$ cat src/core/spi_host_port_pkg.sv
// shared constants and types for the spi slave host port
package spi_host_port_pkg;
  localparam int unsigned DATA_W          = 8;
  localparam int unsigned FIFO_DEPTH      = 32;
  localparam int unsigned CLK_HZ          = 50000000;
  localparam int unsigned MAX_BIT_RATE_BPS = 6000000;
  // least sck half period in ref clocks, rounded up
  localparam int unsigned MIN_HALF_CYCLES =
    (CLK_HZ + 2 * MAX_BIT_RATE_BPS - 1) / (2 * MAX_BIT_RATE_BPS);
  localparam logic [2:0] BIT_CNT_RESET = 3'h7;
  localparam logic       ENABLE_RESET  = 1'b0;

  // spi mode selection carried as one unit
  typedef struct packed {
    logic cpol;
    logic cpha;
  } spi_mode_t;

  // synchronised pin levels
  typedef struct packed {
    logic sck;
    logic cs_n;
    logic mosi;
  } spi_pins_t;
endpackage : spi_host_port_pkg

$ cat src/core/spi_host_port.sv
// spi slave host port with transmit fifo and data notify line
`timescale 1ns/1ns
`default_nettype none
// Summary of operation
// - slave only; sck and chip select are inputs, never driven.
// - port stays disabled after reset until enabled and configured by user.
// - notify output asserted while the port is enabled and transmit data is waiting for the host.
// - link works to 6 Mbps; host must not clock faster.

// generic fifo, width and depth parameterised
module spi_byte_fifo #(
  parameter int unsigned WIDTH = 8,
  parameter int unsigned DEPTH = 32
) (
  // clock and reset
  input  wire logic             ref_clk_i,
  input  wire logic             reset_n_i,
  // fill side
  input  wire logic             in_valid_i,
  output logic                  in_ready_o,
  input  wire logic [WIDTH-1:0] in_data_i,
  // drain side
  output logic                  out_valid_o,
  input  wire logic             out_ready_i,
  output logic      [WIDTH-1:0] out_data_o
);
  localparam int unsigned AW = $clog2(DEPTH);
  logic [WIDTH-1:0] mem_q [DEPTH];
  logic [AW-1:0]    wr_q, wr_d, rd_q, rd_d;
  logic [AW:0]      cnt_q, cnt_d;
  logic             push, pop;

  // honest full and empty from the occupancy count
  assign in_ready_o  = (cnt_q < (AW+1)'(DEPTH));
  assign out_valid_o = (cnt_q != '0);
  assign out_data_o  = mem_q[rd_q];
  assign push = in_valid_i && in_ready_o;
  assign pop  = out_valid_o && out_ready_i;

  // pointer and count update
  always_comb begin
    wr_d  = push ? wr_q + 1'b1 : wr_q;
    rd_d  = pop ? rd_q + 1'b1 : rd_q;
    cnt_d = cnt_q;
    if (push && !pop) begin
      cnt_d = cnt_q + 1'b1;
    end else if (pop && !push) begin
      cnt_d = cnt_q - 1'b1;
    end
  end

  always_ff @(posedge ref_clk_i or negedge reset_n_i) begin
    if (!reset_n_i) begin
      wr_q  <= '0;
      rd_q  <= '0;
      cnt_q <= '0;
    end else begin
      wr_q  <= wr_d;
      rd_q  <= rd_d;
      cnt_q <= cnt_d;
    end
  end

  // storage has no reset; only written entries are read
  always_ff @(posedge ref_clk_i) begin
    if (push) begin
      mem_q[wr_q] <= in_data_i;
    end
  end
endmodule : spi_byte_fifo

module spi_host_port
  import spi_host_port_pkg::*;
(
  // clock and reset
  input  wire logic              ref_clk_i,
  input  wire logic              reset_n_i,
  // configuration from the user
  input  wire logic              port_enable_i,
  input  wire spi_mode_t         mode_i,
  // module data toward the host
  input  wire logic              tx_valid_i,
  output logic                   tx_ready_o,
  input  wire logic [DATA_W-1:0] tx_data_i,
  // host data received
  output logic                   rx_valid_o,
  output logic      [DATA_W-1:0] rx_data_o,
  // spi pins, host is master
  input  wire logic              spi_sck_i,
  input  wire logic              spi_cs_n_i,
  input  wire logic              spi_mosi_i,
  output logic                   spi_miso_o,
  output logic                   spi_miso_oe_n_o,
  // notify line toward the host
  output logic                   host_data_notify_o
);
  // three-stage synchronisers; stage 1 feeds only stage 2
  spi_pins_t s1_q, s2_q, s3_q, pin_q, pin_d;
  logic      en_q, en_d;
  spi_mode_t mode_q, mode_d;
  logic [2:0]        bit_q, bit_d;
  logic [DATA_W-1:0] sh_q, sh_d, tx_q, tx_d, rxd_q, rxd_d;
  logic              miso_q, miso_d, rxv_q, rxv_d, loaded_q, loaded_d;
  logic              f_valid, f_pop;
  logic [DATA_W-1:0] f_data;
  logic              lead, trail, samp_edge, shift_edge, cs_fall, byte_start;

  spi_byte_fifo #(.WIDTH(DATA_W), .DEPTH(FIFO_DEPTH)) u_fifo (
    .ref_clk_i   (ref_clk_i),
    .reset_n_i   (reset_n_i),
    .in_valid_i  (tx_valid_i && en_q),
    .in_ready_o  (tx_ready_o),
    .in_data_i   (tx_data_i),
    .out_valid_o (f_valid),
    .out_ready_i (f_pop),
    .out_data_o  (f_data)
  );

  // a level counts once stages two and three agree, else hold
  function automatic logic settle(input logic a, input logic b, input logic old);
    settle = (a == b) ? a : old;
  endfunction : settle

  always_comb begin
    pin_d.sck  = settle(s2_q.sck, s3_q.sck, pin_q.sck);
    pin_d.cs_n = settle(s2_q.cs_n, s3_q.cs_n, pin_q.cs_n);
    pin_d.mosi = settle(s2_q.mosi, s3_q.mosi, pin_q.mosi);
  end

  always_ff @(posedge ref_clk_i or negedge reset_n_i) begin
    if (!reset_n_i) begin
      s1_q  <= '{sck: 1'b0, cs_n: 1'b1, mosi: 1'b0};
      s2_q  <= '{sck: 1'b0, cs_n: 1'b1, mosi: 1'b0};
      s3_q  <= '{sck: 1'b0, cs_n: 1'b1, mosi: 1'b0};
      pin_q <= '{sck: 1'b0, cs_n: 1'b1, mosi: 1'b0};
    end else begin
      s1_q  <= '{sck: spi_sck_i, cs_n: spi_cs_n_i, mosi: spi_mosi_i};
      s2_q  <= s1_q;
      s3_q  <= s2_q;
      pin_q <= pin_d;
    end
  end

  // edges in the master's mode; cpha picks which edge samples
  // four clocks of sync latency leave one clock of margin at the rate limit
  assign lead       = pin_q.sck == mode_q.cpol && pin_d.sck != mode_q.cpol;
  assign trail      = pin_q.sck != mode_q.cpol && pin_d.sck == mode_q.cpol;
  assign samp_edge  = mode_q.cpha ? trail : lead;
  assign shift_edge = mode_q.cpha ? lead : trail;
  assign cs_fall    = pin_q.cs_n && !pin_d.cs_n;
  // a byte opens at select or at the shift edge that follows a full byte
  assign byte_start = en_q && !pin_d.cs_n &&
                      (cs_fall || (shift_edge && bit_q == BIT_CNT_RESET));
  // the head leaves the fifo only once the host has sampled its msb,
  // so a frame that ends on a freshly shown msb loses nothing
  assign f_pop      = en_q && !pin_d.cs_n && samp_edge && bit_q == BIT_CNT_RESET &&
                      loaded_q && f_valid;

  // byte engine; mode is latched only while idle so a frame never changes mid-byte
  always_comb begin
    en_d     = port_enable_i;
    mode_d   = (pin_q.cs_n || !en_q) ? mode_i : mode_q;
    bit_d    = bit_q;
    sh_d     = sh_q;
    tx_d     = tx_q;
    miso_d   = miso_q;
    rxd_d    = rxd_q;
    rxv_d    = 1'b0;
    loaded_d = loaded_q;
    if (!en_q || pin_d.cs_n) begin
      bit_d    = BIT_CNT_RESET;
      loaded_d = 1'b0;
    end else begin
      if (byte_start) begin
        // show the head msb; an empty fifo shifts out zeros
        miso_d   = f_valid ? f_data[DATA_W-1] : 1'b0;
        loaded_d = f_valid;
      end else if (shift_edge) begin
        miso_d = tx_q[bit_q];
      end
      if (samp_edge) begin
        sh_d  = {sh_q[DATA_W-2:0], pin_d.mosi};
        bit_d = bit_q - 3'h1;
        if (bit_q == BIT_CNT_RESET) begin
          tx_d     = f_pop ? f_data : '0;
          loaded_d = 1'b0;
        end
        if (bit_q == 3'h0) begin
          bit_d = BIT_CNT_RESET;
          rxd_d = {sh_q[DATA_W-2:0], pin_d.mosi};
          rxv_d = 1'b1;
        end
      end
    end
  end

  always_ff @(posedge ref_clk_i or negedge reset_n_i) begin
    if (!reset_n_i) begin
      en_q     <= ENABLE_RESET;
      mode_q   <= '0;
      bit_q    <= BIT_CNT_RESET;
      sh_q     <= '0;
      tx_q     <= '0;
      miso_q   <= 1'b0;
      rxd_q    <= '0;
      rxv_q    <= 1'b0;
      loaded_q <= 1'b0;
    end else begin
      en_q     <= en_d;
      mode_q   <= mode_d;
      bit_q    <= bit_d;
      sh_q     <= sh_d;
      tx_q     <= tx_d;
      miso_q   <= miso_d;
      rxd_q    <= rxd_d;
      rxv_q    <= rxv_d;
      loaded_q <= loaded_d;
    end
  end

  // outputs; miso driven only in a selected enabled frame
  assign spi_miso_o         = miso_q;
  assign spi_miso_oe_n_o    = !(en_q && !pin_q.cs_n);
  assign rx_valid_o         = rxv_q;
  assign rx_data_o          = rxd_q;
  assign host_data_notify_o = en_q && f_valid;
endmodule : spi_host_port
`default_nettype wire

$ cat config.mk
export PLATFORM = sky130hd
export DESIGN_NAME = spi_host_port
export DESIGN_NICKNAME = d
export VERILOG_FILES = /design/src/core/spi_host_port_pkg.sv /design/src/core/spi_host_port.sv
export SDC_FILE = /design/constraint.sdc
export NUM_CORES = 1
export LEC_CHECK = 0
export ABC_AREA = 1
export BUFFER_PORTS_ARGS = -buffer_cell sky130_fd_sc_hd__buf_2
export CORE_MARGIN = 4
export CORE_UTILIZATION = 30
export DETAILED_ROUTE_END_ITERATION = 6
export HOLD_SLACK_MARGIN = 0.15
export PLACE_DENSITY_LB_ADDON = 0.2
export SYNTH_ARGS = -nofsm -noshare
export SYNTH_HDL_FRONTEND = slang
export SYNTH_SLANG_ARGS = --single-unit
$ cat constraint.sdc
create_clock -name ref_clk_i -period 3 [get_ports ref_clk_i]
set_clock_uncertainty 0.1 [all_clocks]
set_input_delay 0.15 -clock ref_clk_i [delete_from_list [all_inputs] [get_ports ref_clk_i]]
set_output_delay 0.15 -clock ref_clk_i [all_outputs]
set_load 0.05 [all_outputs]
* Word-level counts from Yosys, hierarchy flattened
Memories as Yosys holds them, arrays and structs flattened.
Cells that the tools add are included.
** Storage, ports and cells
- Bits in writable memories :: 256
- Memories kept :: 1
- Register bits after elaboration :: 60
** Memory list
- u_fifo.mem_q :: depth 32, bits a word 8, read ports 1, clocked after memory_dff 0, wr ports 1, RTL line spi_host_port.sv:28 : logic [WIDTH-1:0] mem_q [DEPTH];
** Cells by class
- $add $sub $neg :: 5
- Order comparisons :: 2
- Eq/ne operators :: 8
- Bitwise operators :: 1
- Reductions and logical operators :: 35
- Muxes and demuxes :: 25
** Operators by type and width (count)
- $mux 1 :: 18
- $logic_and 1x1->1 :: 17
- $mux 6 :: 2
- $add 5x1->5 const B :: 2
- $mux 3 :: 3
- $mux 8 :: 1
- $add 6x1->6 const B :: 1
- $logic_not 1->1 :: 6
- $lt 6x6->1 const B :: 1
- $reduce_and 3->1 :: 2
- $reduce_bool 2->1 :: 3
- $reduce_bool 6->1 :: 1
- $sub 6x1->6 const B :: 1
- $eq 1x1->1 :: 5
- $lt 3x4->1 const B :: 1
- $reduce_and 2->1 :: 2
- $bmux 1 s3 :: 1
- $eq 3x3->1 const B :: 1
- $logic_not 3->1 :: 1
- $logic_or 1x1->1 :: 3
- $sub 3x1->3 const B :: 1
- $ne 1x1->1 :: 2
- $not 1->1 :: 1

* Depth between registers and ports, before layout
Gate-level depths: netlist of the first run.
- Depth after elaboration :: 13
- Gate-level depth with buffers :: 20

* Modules after synthesis
A second synthesis of the first run with hierarchy kept.
** Unflattened totals
- Cell total of the unflattened synthesis :: 1334
- Area total of the unflattened synthesis :: 13753.2 sq um
** Modules (own cells, without submodules)
- spi_byte_fifo :: times used 1, cells each 1135, area each 11837.6 sq um, seq. area each 8087.8 sq um
- spi_host_port :: times used 1, cells each 199, area each 1915.6 sq um, seq. area each 1109.8 sq um

* Worst setup path after synthesis of the first run
No wires, ideal clock.
- Kind :: register to register
- Start :: register u_fifo.cnt_q[5]
- End :: register u_fifo.cnt_q[5]
- Required time :: 2.835 ns
- Library setup time :: 0.065 ns
- Cell stages (with the launch flop) :: 15
- Clock period less this slack :: 2.794 ns
- Path buffers :: 0
- Data arrival time :: 2.629 ns
- Setup slack :: 0.206 ns
- Path through :: dfrtp_1 > inv_1 > nand3_1 > nand4_1 > ha_1 > inv_1 > ha_1 > a21oi_1 > nand2_1 > nand2_1 > nand2_1 > a21oi_1 > xnor2_1 > nand2_1 > nand2_1
** On the way
- Elaborated cells on any way between the ends :: 14
- Classes of those cells :: add/sub (2); order compare (1); mux (2); reduce/logical (9)
** RTL lines
- start, declared :: RTL line spi_host_port.sv:30 : logic [AW:0] cnt_q, cnt_d;
- start signal, assigned :: RTL line spi_host_port.sv:60 : cnt_q <= cnt_d;
- $lt 6x6->1 (*) :: RTL line spi_host_port.sv:34 : assign in_ready_o = (cnt_q < (AW+1)'(DEPTH));
- via tx_ready_o :: RTL line spi_host_port.sv:83 : output logic tx_ready_o,
- $logic_and 1x1->1 (*) :: RTL line spi_host_port.sv:37 : assign push = in_valid_i && in_ready_o;
- $logic_not 1->1 :: RTL line spi_host_port.sv:47 : end else if (pop && !push) begin
- $logic_and 1x1->1 :: RTL line spi_host_port.sv:47
- $reduce_bool 2->1 (no source line)
Mark *: on every way through the listed nets, which the timed path passes. The rest lies on a longest branch. The select of a mux whose other input is x is not followed.
A chain may end at the register's enable or synchronous reset.

* Worst setup path after layout of the first run
- Start :: register pin_q[2] (netlist name)
- End :: register u_fifo.cnt_q[4]
** On the way
- Longest elaborated chain between the ends :: 12
- Elaborated cells on any way between the ends :: 18
- Classes of those cells :: eq/ne (4); mux (3); reduce/logical (11)
** Ends and longest elaborated chain
- start, declared :: RTL line spi_host_port.sv:98 : spi_pins_t s1_q, s2_q, s3_q, pin_q, pin_d;
- start signal, assigned :: RTL line spi_host_port.sv:135 : pin_q <= '{sck: 1'b0, cs_n: 1'b1, mosi: 1'b0};
- start signal, assigned :: RTL line spi_host_port.sv:140 : pin_q <= pin_d;
- $mux 1 :: RTL line spi_host_port.sv:121 : settle = (a == b) ? a : old;
- $ne 1x1->1 or $eq 1x1->1 (tied branches) :: RTL line spi_host_port.sv:146, spi_host_port.sv:147
- $logic_and 1x1->1 (on tied branches) :: RTL line spi_host_port.sv:146, spi_host_port.sv:147
- $mux 1 (*) :: RTL line spi_host_port.sv:148 : assign samp_edge = mode_q.cpha ? trail : lead;
- $logic_and 1x1->1 (*) (3 in series) :: RTL line spi_host_port.sv:156 : assign f_pop = en_q && !pin_d.cs_n && samp_edge && bit_q == BIT_CNT_RESET &&
- $logic_and 1x1->1 (*) :: RTL line spi_host_port.sv:157 : loaded_q && f_valid;
- $logic_and 1x1->1 (*) :: RTL line spi_host_port.sv:38 : assign pop = out_valid_o && out_ready_i;
- $logic_not 1->1 :: RTL line spi_host_port.sv:45 : if (push && !pop) begin
- $logic_and 1x1->1 :: RTL line spi_host_port.sv:45
- $mux 6 or $reduce_bool 2->1 (tied branches)
Every way passes the cells marked *; elsewhere a longest branch is shown, timed or not.

==> out/summary.txt, run 1 <==
Bufs on Longest Clock Path -> 3
Placed Cells incl. Taps -> 1804
Final Critical Period -> 2.85 ns
Post-layout nets -> 1314
CP max-delay cell -> sky130_fd_sc_hd__dfrtp_1
Pin count of the biggest net entering global routing -> 132
Number of standard cells in the final layout excluding fillers -> 1891
Result of the run -> complete, no violations
Sequential share of power -> 0.451
Total area of multi-input combinational cells -> 0.00363 mm²
Core Region -> 0.0434 mm²
Synth Instances -> 1192
Max-cap violations -> 0
Area enclosed by the die boundary -> 0.0476 mm²
Post-synth top flop -> sky130_fd_sc_hd__edfxtp_1
Cell type contributing the most total cell area after synthesis -> sky130_fd_sc_hd__edfxtp_1
Cell internal pwr -> 8.11 mW
Syn nets -> 1224
Clock buffer count from CTS -> 36
Cell Area, Placed -> 0.0143 mm²
Dominant cells by area after synthesis -> sky130_fd_sc_hd__edfxtp_1 58%, sky130_fd_sc_hd__nand2_1 11%, sky130_fd_sc_hd__dfrtp_1 10%
Number of design rule violations left after detail routing -> 0
Total of fill cells in the finished design -> 4328
Final Max Tran Viols -> 0
Startpoint types -> register
Number of synthesized flops with an enable pin -> 256
Proportion of synthesized chip area in sequential cells -> 0.695
DRC marker count from the first detailed-route iteration -> 624
Total track usage -> 0.138
Port bufs -> 29
HPWL Detailed -> 19200 µm
Kind of path behind the tightest hold check -> register to register
Top-Level Pins -> 30
Height of the chip -> 218 µm
Fraction of power spent switching nets -> 0.287
Number of vias after detailed routing -> 8697
Measured slew at the worst slew-check pin -> 0.683 ns
Post-detailed-routing wire length -> 32600 µm
Crit path buffers/inverters -> 2
GR Overflow Total -> 0
Final setup fails -> 0
Final instance area -> 0.0157 mm²
Maximum ir drop on the vdd rail -> 0.432 mV
Distinct cells, synth -> 39
Share of the synthesized area in the top cell type -> 0.581
Summed negative setup slack over all endpoints -> 0 ns
Worst slew slack as a fraction of its limit -> 0.545
Post-route antenna net violation count -> 0
Top fanout value on the critical path -> 3
Clock share of power -> 0.378
Skew-Pair Late Insertion Delay -> 0.55 ns
Worst Setup Path Type -> register to register
Register clock-pin slew on the reported worst setup and hold paths -> 0.06 ns
H-tree depth -> 2
First-pass GRT wire length -> 51300 µm
TritonCTS clock tree -> built
Hold slack final -> 0.248 ns
Lkg Pwr -> 6.13 nW
Clk sinks -> 316
Horiz. Die Dim -> 218 µm
Storage element area -> 0.00920 mm²
Worst path required time -> 3.36 ns
Via density per instance -> 4.60
Number of antenna violations at the first check in global routing -> 0
Total count of hold-check failures in the final report -> 0
Routability Congestion -> 0.793
Delay-heaviest family, CP -> simple AND/OR/NAND/NOR gates
Antenna cells -> 0
Cell-by-cell trace of the critical path -> inv_1, nand2_2, nand2_2, nand2_2, nand3_1, nand2_1, nand2_1, nor2_2, nand4_1, ha_2, buf_4, fa_1, o21a_1, or2_2, a31oi_1
Synth Register Bits -> 316
Cell area after synthesis -> 0.0132 mm²
Number of global-route vias before repair -> 8877
Syn avg cell area -> 11.1 µm²
First-pass detailed-route iteration total -> 5
Growth of design area from synthesis to finish -> 18.8%
Clock Root Buffer -> sky130_fd_sc_hd__clkbuf_16
Switching power total -> 3.26 mW
Total power divided by cell area -> 723 mW/mm²
Num rows -> 76
Data arrival time of the critical path -> 3.21 ns
Final cycle utilization of the critical path -> 0.949
Max frequency -> 351 MHz
Internal reg-to-reg setup slack -> 0.15 ns
Fraction of final layout cells with drive strength greater than 1 -> 0.138
Top post-synthesis cells by count -> 384 x sky130_fd_sc_hd__nand2_1, 256 x sky130_fd_sc_hd__edfxtp_1, 190 x sky130_fd_sc_hd__nand3_1
Average routed wire per standard cell -> 17.2 µm
Part of the total power dissipated in combinational logic -> 0.171
Most Frequent Cell on Critical Path -> sky130_fd_sc_hd__nand2_2
Yosys Warn Count -> 0
Initial core utilization -> 0.305
Count leader, synth -> sky130_fd_sc_hd__nand2_1
Post-synthesis async set-or-reset flop share -> 0.190
Biggest cell delay along the critical path -> 0.41 ns
Type of element capturing the critical path -> register
## stage by stage
stage / utilization / power, mW / setup WS, ns
floorplan: - / 6.48 / 0.206
global placement: 0.330 / 7.11 / 0.120
detailed placement: 0.330 / 7.13 / 0.0566
CTS: 0.361 / 11.5 / 0.0384
global route: 0.363 / 12.0 / -0.0249
finish: 0.363 / 11.4 / 0.152
## what timing repair did
item,4_1_cts,5_1_grt
hold endpoints to repair,320,0
gates resized for setup,0,8
setup buffers,0,3
hold buffers,22,0
setup endpoints to repair,0,3
## cell type report
| type | instances | share of cell area |
|---|---|---|
| Sequential cell | 316 | 0.585 |
| Multi-Input combinational cell | 772 | 0.231 |
| Clock buffer | 43 | 0.0605 |
| Timing Repair Buffer | 105 | 0.0522 |
| Tap cell | 585 | 0.0465 |
| Inverter | 51 | 0.0124 |
| Clock inverter | 19 | 0.0121 |
## power by group through the flow
| stage | sequential (mW) | combinational, mW | clock, mW |
|---|---|---|---|
| 2_1_floorplan | 5.16 | 1.32 | 0 |
| 3_3_place_gp | 5.20 | 1.91 | 0 |
| 3_5_place_dp | 5.20 | 1.93 | 0 |
| 4_1_cts | 5.12 | 1.96 | 4.44 |
| 5_1_grt | 5.15 | 2.21 | 4.61 |
| 6_report | 5.12 | 1.95 | 4.30 |
## registers in the layout (all words and copies together) (netlist names), 3 cells and up
register / count
u_fifo.mem_q: 256
s3_q: 3
rx_data_o: 8
tx_q: 8
u_fifo.rd_q: 5
s1_q: 3
pin_q: 3
u_fifo.cnt_q: 6
s2_q: 3
bit_q: 3
sh_q: 7
u_fifo.wr_q: 5
## worst register-to-register path, cell delays in order (launching register included)
cell,delay (ns)
sky130_fd_sc_hd__dfrtp_1,0.41
sky130_fd_sc_hd__inv_1,0.07
sky130_fd_sc_hd__nand2_2,0.10
sky130_fd_sc_hd__nand2_2,0.08
sky130_fd_sc_hd__nand2_2,0.09
sky130_fd_sc_hd__nand3_1,0.07
sky130_fd_sc_hd__nand2_1,0.07
sky130_fd_sc_hd__nand2_1,0.07
sky130_fd_sc_hd__nor2_2,0.16
sky130_fd_sc_hd__nand4_1,0.16
sky130_fd_sc_hd__ha_2,0.25
sky130_fd_sc_hd__buf_4,0.14
sky130_fd_sc_hd__fa_1,0.40
sky130_fd_sc_hd__o21a_1,0.22
sky130_fd_sc_hd__or2_2,0.27
sky130_fd_sc_hd__a31oi_1,0.12
## kinds of logic (layout without fill, tap and decap cells)
group                      count (synthesis)  in the layout  share of synthesized area
DFF                                      316            316                      0.695
buffers and inverters                    104            218                     0.0336
xor gates and xnor gates                  13             13                    0.00917
and+or+nand+nor                          671            671                      0.217
adders and majority gates                 16             16                     0.0155
AOI/OAI and AO/OA                         72             72                     0.0302
## placed cells by master (no fill, tap or decap), types with 4 or more instances in the layout
| cell type | n |
|---|---|
| sky130_fd_sc_hd__dlygate4sd3_1 | 22 |
| sky130_fd_sc_hd__dfrtp_1 | 50 |
| sky130_fd_sc_hd__ha_1 | 12 |
| sky130_fd_sc_hd__xnor2_1 | 5 |
| sky130_fd_sc_hd__a21oi_1 | 32 |
| sky130_fd_sc_hd__nand2_2 | 6 |
| sky130_fd_sc_hd__nand4_1 | 5 |
| sky130_fd_sc_hd__clkbuf_1 | 5 |
| sky130_fd_sc_hd__nor3_1 | 9 |
| sky130_fd_sc_hd__o21ai_0 | 24 |
| sky130_fd_sc_hd__nand2_1 | 383 |
| sky130_fd_sc_hd__nand3_1 | 189 |
| sky130_fd_sc_hd__xor2_1 | 7 |
| sky130_fd_sc_hd__inv_1 | 44 |
| sky130_fd_sc_hd__dfstp_2 | 7 |
| sky130_fd_sc_hd__edfxtp_1 | 256 |
| sky130_fd_sc_hd__buf_12 | 4 |
| sky130_fd_sc_hd__buf_2 | 29 |
| sky130_fd_sc_hd__clkinv_2 | 8 |
| sky130_fd_sc_hd__buf_4 | 50 |
| sky130_fd_sc_hd__clkbuf_16 | 37 |
| sky130_fd_sc_hd__nor2_1 | 64 |
| sky130_fd_sc_hd__o21ai_2 | 6 |
| sky130_fd_sc_hd__clkinv_1 | 7 |
## per-layer routing
metal | wire (µm) | global-route usage | vias up
li1 | - | - | 4259
met1 | 15100 | 0.187 | 4234
met2 | 15300 | 0.228 | 151
met3 | 1260 | 0.0199 | 53
met4 | 922 | 0.0501 | 0
met5 | 0 | 0 | -
## worst paths after layout
check | start | end | depth (start not counted)
max in group asynchronous | reset_n_i | mode_q[1]$_DFFE_PN0P_ | 4
worst min-delay path | s1_q[2]$_DFF_PN0_ | s2_q[2]$_DFF_PN0_ | 0
worst max-delay path | pin_q[2]$_DFF_PN0_ | u_fifo.cnt_q[4]$_DFFE_PN0P_ | 15
worst min register to register | s1_q[2]$_DFF_PN0_ | s2_q[2]$_DFF_PN0_ | 0
worst max register to register | pin_q[2]$_DFF_PN0_ | u_fifo.cnt_q[4]$_DFFE_PN0P_ | 15
min in group asynchronous | reset_n_i | bit_q[0]$_DFFE_PN1P_ | 3
No activity file was read; power rests on OpenSTA's default activity.
==> inputs of run 2 (changes only) <==
--- a/config.mk
+++ b/config.mk
@@ -9,6 +9,7 @@
 export BUFFER_PORTS_ARGS = -buffer_cell sky130_fd_sc_hd__buf_2
 export CORE_MARGIN = 4
 export CORE_UTILIZATION = 30
+export CTS_BUF_LIST = sky130_fd_sc_hd__clkbuf_4
 export DETAILED_ROUTE_END_ITERATION = 6
 export HOLD_SLACK_MARGIN = 0.15
 export PLACE_DENSITY_LB_ADDON = 0.2
==> constraint.sdc (replaced) <==
create_clock -name ref_clk_i -period 2.7 [get_ports ref_clk_i]
set_clock_uncertainty 0.1 [all_clocks]
set_input_delay 0.135 -clock ref_clk_i [delete_from_list [all_inputs] [get_ports ref_clk_i]]
set_output_delay 0.135 -clock ref_clk_i [all_outputs]
set_load 0.05 [all_outputs]
==> run 2 against run 1 <==
Final area up 0.59%. Hold slack better by 0.023 ns. Via count is 2.8% higher. Highest routed layer unchanged.
==> out/summary.txt, run 2 (same netlist as run 1, synthesis figures left out) <==
Worst Hold Launch -> s1_q[1]$_DFF_PN1_
Max-cap violations -> 0 (unchanged)
Bufs on Longest Clock Path -> 3 (unchanged)
Pin count of the biggest net entering global routing -> 62 (-53%)
Worst path required time -> 3.23 ns (-0.13 ns)
Startpoint types -> register
Skew-Pair Late Insertion Delay -> 0.74 ns (+0.19 ns)
Clock Root Buffer -> sky130_fd_sc_hd__clkbuf_4
Most Frequent Cell on Critical Path -> sky130_fd_sc_hd__nand2_1
Launch point of the critical path -> pin_q[2]$_DFF_PN0_
Maximum ir drop on the vdd rail -> 0.312 mV (-28%)
Post-layout nets -> 1363 (+3.7%)
DRC marker count from the first detailed-route iteration -> 554 (-11%)
Number of vias after detailed routing -> 8944 (+2.8%)
Cell-by-cell trace of the critical path -> inv_2, nand2_4, nand2_4, nand2_2, nand3_1, nand2_1, nand2_2, nor2_4, nand4_1, ha_4, inv_6, ha_1, nand3_1, nand2_1, nand2_1, nand2_1, a21oi_2, xnor2_1, nand2_1, nand2_1
Number of global-route vias before repair -> 9205 (+3.7%)
Register clock-pin slew on the reported worst setup and hold paths -> 0.06 ns (about the same)
Kind of path behind the tightest hold check -> register to register
Height of the chip -> 218 µm (unchanged)
Result of the run -> complete, no violations
Post-route antenna net violation count -> 0 (unchanged)
Final Critical Period -> 2.60 ns (-0.247 ns)
Measured slew at the worst slew-check pin -> 0.812 ns (+0.129 ns)
Horiz. Die Dim -> 218 µm (unchanged)
Total power divided by cell area -> 777 mW/mm² (+7.5%)
GR Overflow Total -> 0 (unchanged)
First-pass GRT wire length -> 52200 µm (+1.8%)
Post-Place Setup Slack -> -0.0387 ns (-0.0954 ns)
Type of element capturing the critical path -> register
Final cycle utilization of the critical path -> 0.963 (+0.0140)
Source of the worst register-to-register timing path -> pin_q[2]$_DFF_PN0_
Final Max Tran Viols -> 0 (unchanged)
Core Region -> 0.0434 mm² (unchanged)
Setup repair after global routing missed its margin -> yes
Growth of design area from synthesis to finish -> 19.5%
Max frequency -> 385 MHz (+9.5%)
CP max-delay cell -> sky130_fd_sc_hd__dfrtp_2
Number of stages on the worst hold path -> 0 (unchanged)
Data arrival time of the critical path -> 3.13 ns (-0.08 ns)
Final setup fails -> 0 (unchanged)
H-tree depth -> 3 (+1)
Leading cell type in the layout, fill and taps excluded -> sky130_fd_sc_hd__nand2_1
Port bufs -> 29 (unchanged)
HPWL Detailed -> 20500 µm (+6.5%)
Most flops, register -> u_fifo.mem_q
Post-detailed-routing wire length -> 33500 µm (+2.9%)
Top-Level Pins -> 30 (unchanged)
Clk sinks -> 316 (unchanged)
Num rows -> 76 (unchanged)
Number of standard cells in the final layout excluding fillers -> 1979 (+4.7%)
First-pass detailed-route iteration total -> 5 (unchanged)
TritonCTS clock tree -> built
Placed Cells incl. Taps -> 1796 (-0.44%)
Worst slew slack as a fraction of its limit -> 0.457 (-0.0880)
Number of antenna violations at the first check in global routing -> 1 (+1)
Via density per instance -> 4.52 (-1.7%)
Biggest cell delay along the critical path -> 0.42 ns (about the same)
Share of the core filled with cells -> 0.365 (+0.00214)
Number of design rule violations left after detail routing -> 0 (unchanged)
Number of flip-flops in the largest register -> 256 (unchanged)
Fraction of final layout cells with drive strength greater than 1 -> 0.198 (+0.0603)
Clock buffer count from CTS -> 85 (+140%)
Top fanout value on the critical path -> 5 (+2)
Total track usage -> 0.143 (+0.00471)
Initial core utilization -> 0.305 (unchanged)
Post-layout power -> 12.3 mW (+8.2%)
Total count of hold-check failures in the final report -> 0 (unchanged)
Routability Congestion -> 0.798 (+0.69%)
Worst Setup Path Type -> register to register
Lkg Pwr -> 6.24 nW (+1.9%)
Depth of the worst register-to-register path -> 20 (+5)
Hold slack final -> 0.271 ns (+0.0234 ns)
Worst setup margin -> 0.0993 ns (-0.0531 ns)
Average routed wire per standard cell -> 16.9 µm (-1.6%)
Area enclosed by the die boundary -> 0.0476 mm² (unchanged)
Most frequent cells in the layout -> 380 x sky130_fd_sc_hd__nand2_1, 256 x sky130_fd_sc_hd__edfxtp_1, 186 x sky130_fd_sc_hd__nand3_1, 134 x sky130_fd_sc_hd__clkbuf_4, 64 x sky130_fd_sc_hd__nor2_1
==> run 2: worst paths after layout <==
check | endpoint | slack, ns
min in group asynchronous | bit_q[2]$_DFFE_PN1P_ | 0.46
hold reg to reg | s2_q[1]$_DFF_PN1_ | 0.27
hold / removal | s2_q[1]$_DFF_PN1_ | 0.27
setup reg to reg | u_fifo.cnt_q[5]$_DFFE_PN0P_ | 0.1
max in group asynchronous | s1_q[1]$_DFF_PN1_ | 1.72
setup / recovery | u_fifo.cnt_q[5]$_DFFE_PN0P_ | 0.1
==> run 2: worst max-delay path, delay by kind of cell (launching register included) <==
| kind | cells | cell delay, ns |
|---|---|---|
| AO/OA/AOI/OAI | 1 | 0.13 |
| XOR/XNOR | 1 | 0.12 |
| adder cells (fa/ha/maj) | 2 | 0.47 |
| buffers and inverters | 2 | 0.13 |
| flip-flops | 1 | 0.42 |
| AND/OR/NAND/NOR | 14 | 1.11 |
==> run 2: stage by stage <==
| step | TNS (ns) | area [µm²] |
|---|---|---|
| 2_1_floorplan | 0 | 13300 |
| 3_5_place_dp | -0.0387 | 14300 |
| 6_report | 0 | 15800 |
| 4_1_cts | 0 | 15800 |
| 5_1_grt | -0.138 | 15800 |
| 3_3_place_gp | -0.00778 | 14300 |
==> run 2: power breakdown <==
part,internal [mW],switching (mW),total (mW)
clock network,2.33,1.93,4.26
registers,5.51,0.183,5.69
logic,0.789,1.56,2.34
==> run 2: cell type report <==
type	instances	area [µm²]
sequential	316	9210
inverter	51	204
antenna	1	2.50
clock buffer	134	1010
tap	585	732
multi-input combinational	772	3690
fill	4375	27500
clock inverter	15	88.8
timing repair buffer	105	886
==> run 2: timing repair <==
| item | in CTS | in global routing |
|---|---|---|
| pin swaps | 5 | 7 |
| endpoints found under the setup margin | 3 | 8 |
| cloned | 0 | 0 |
| resized for setup | 7 | 17 |
| setup buffers | 10 | 1 |
| hold buffers | 24 | 0 |
| endpoints found under the hold margin | 325 | 0 |
==> run 2: routing by layer <==
layer,GRT usage,routed length [µm]
met5,0,0
met4,0.0548,793
met3,0.0327,1540
met2,0.228,15700
met1,0.191,15500
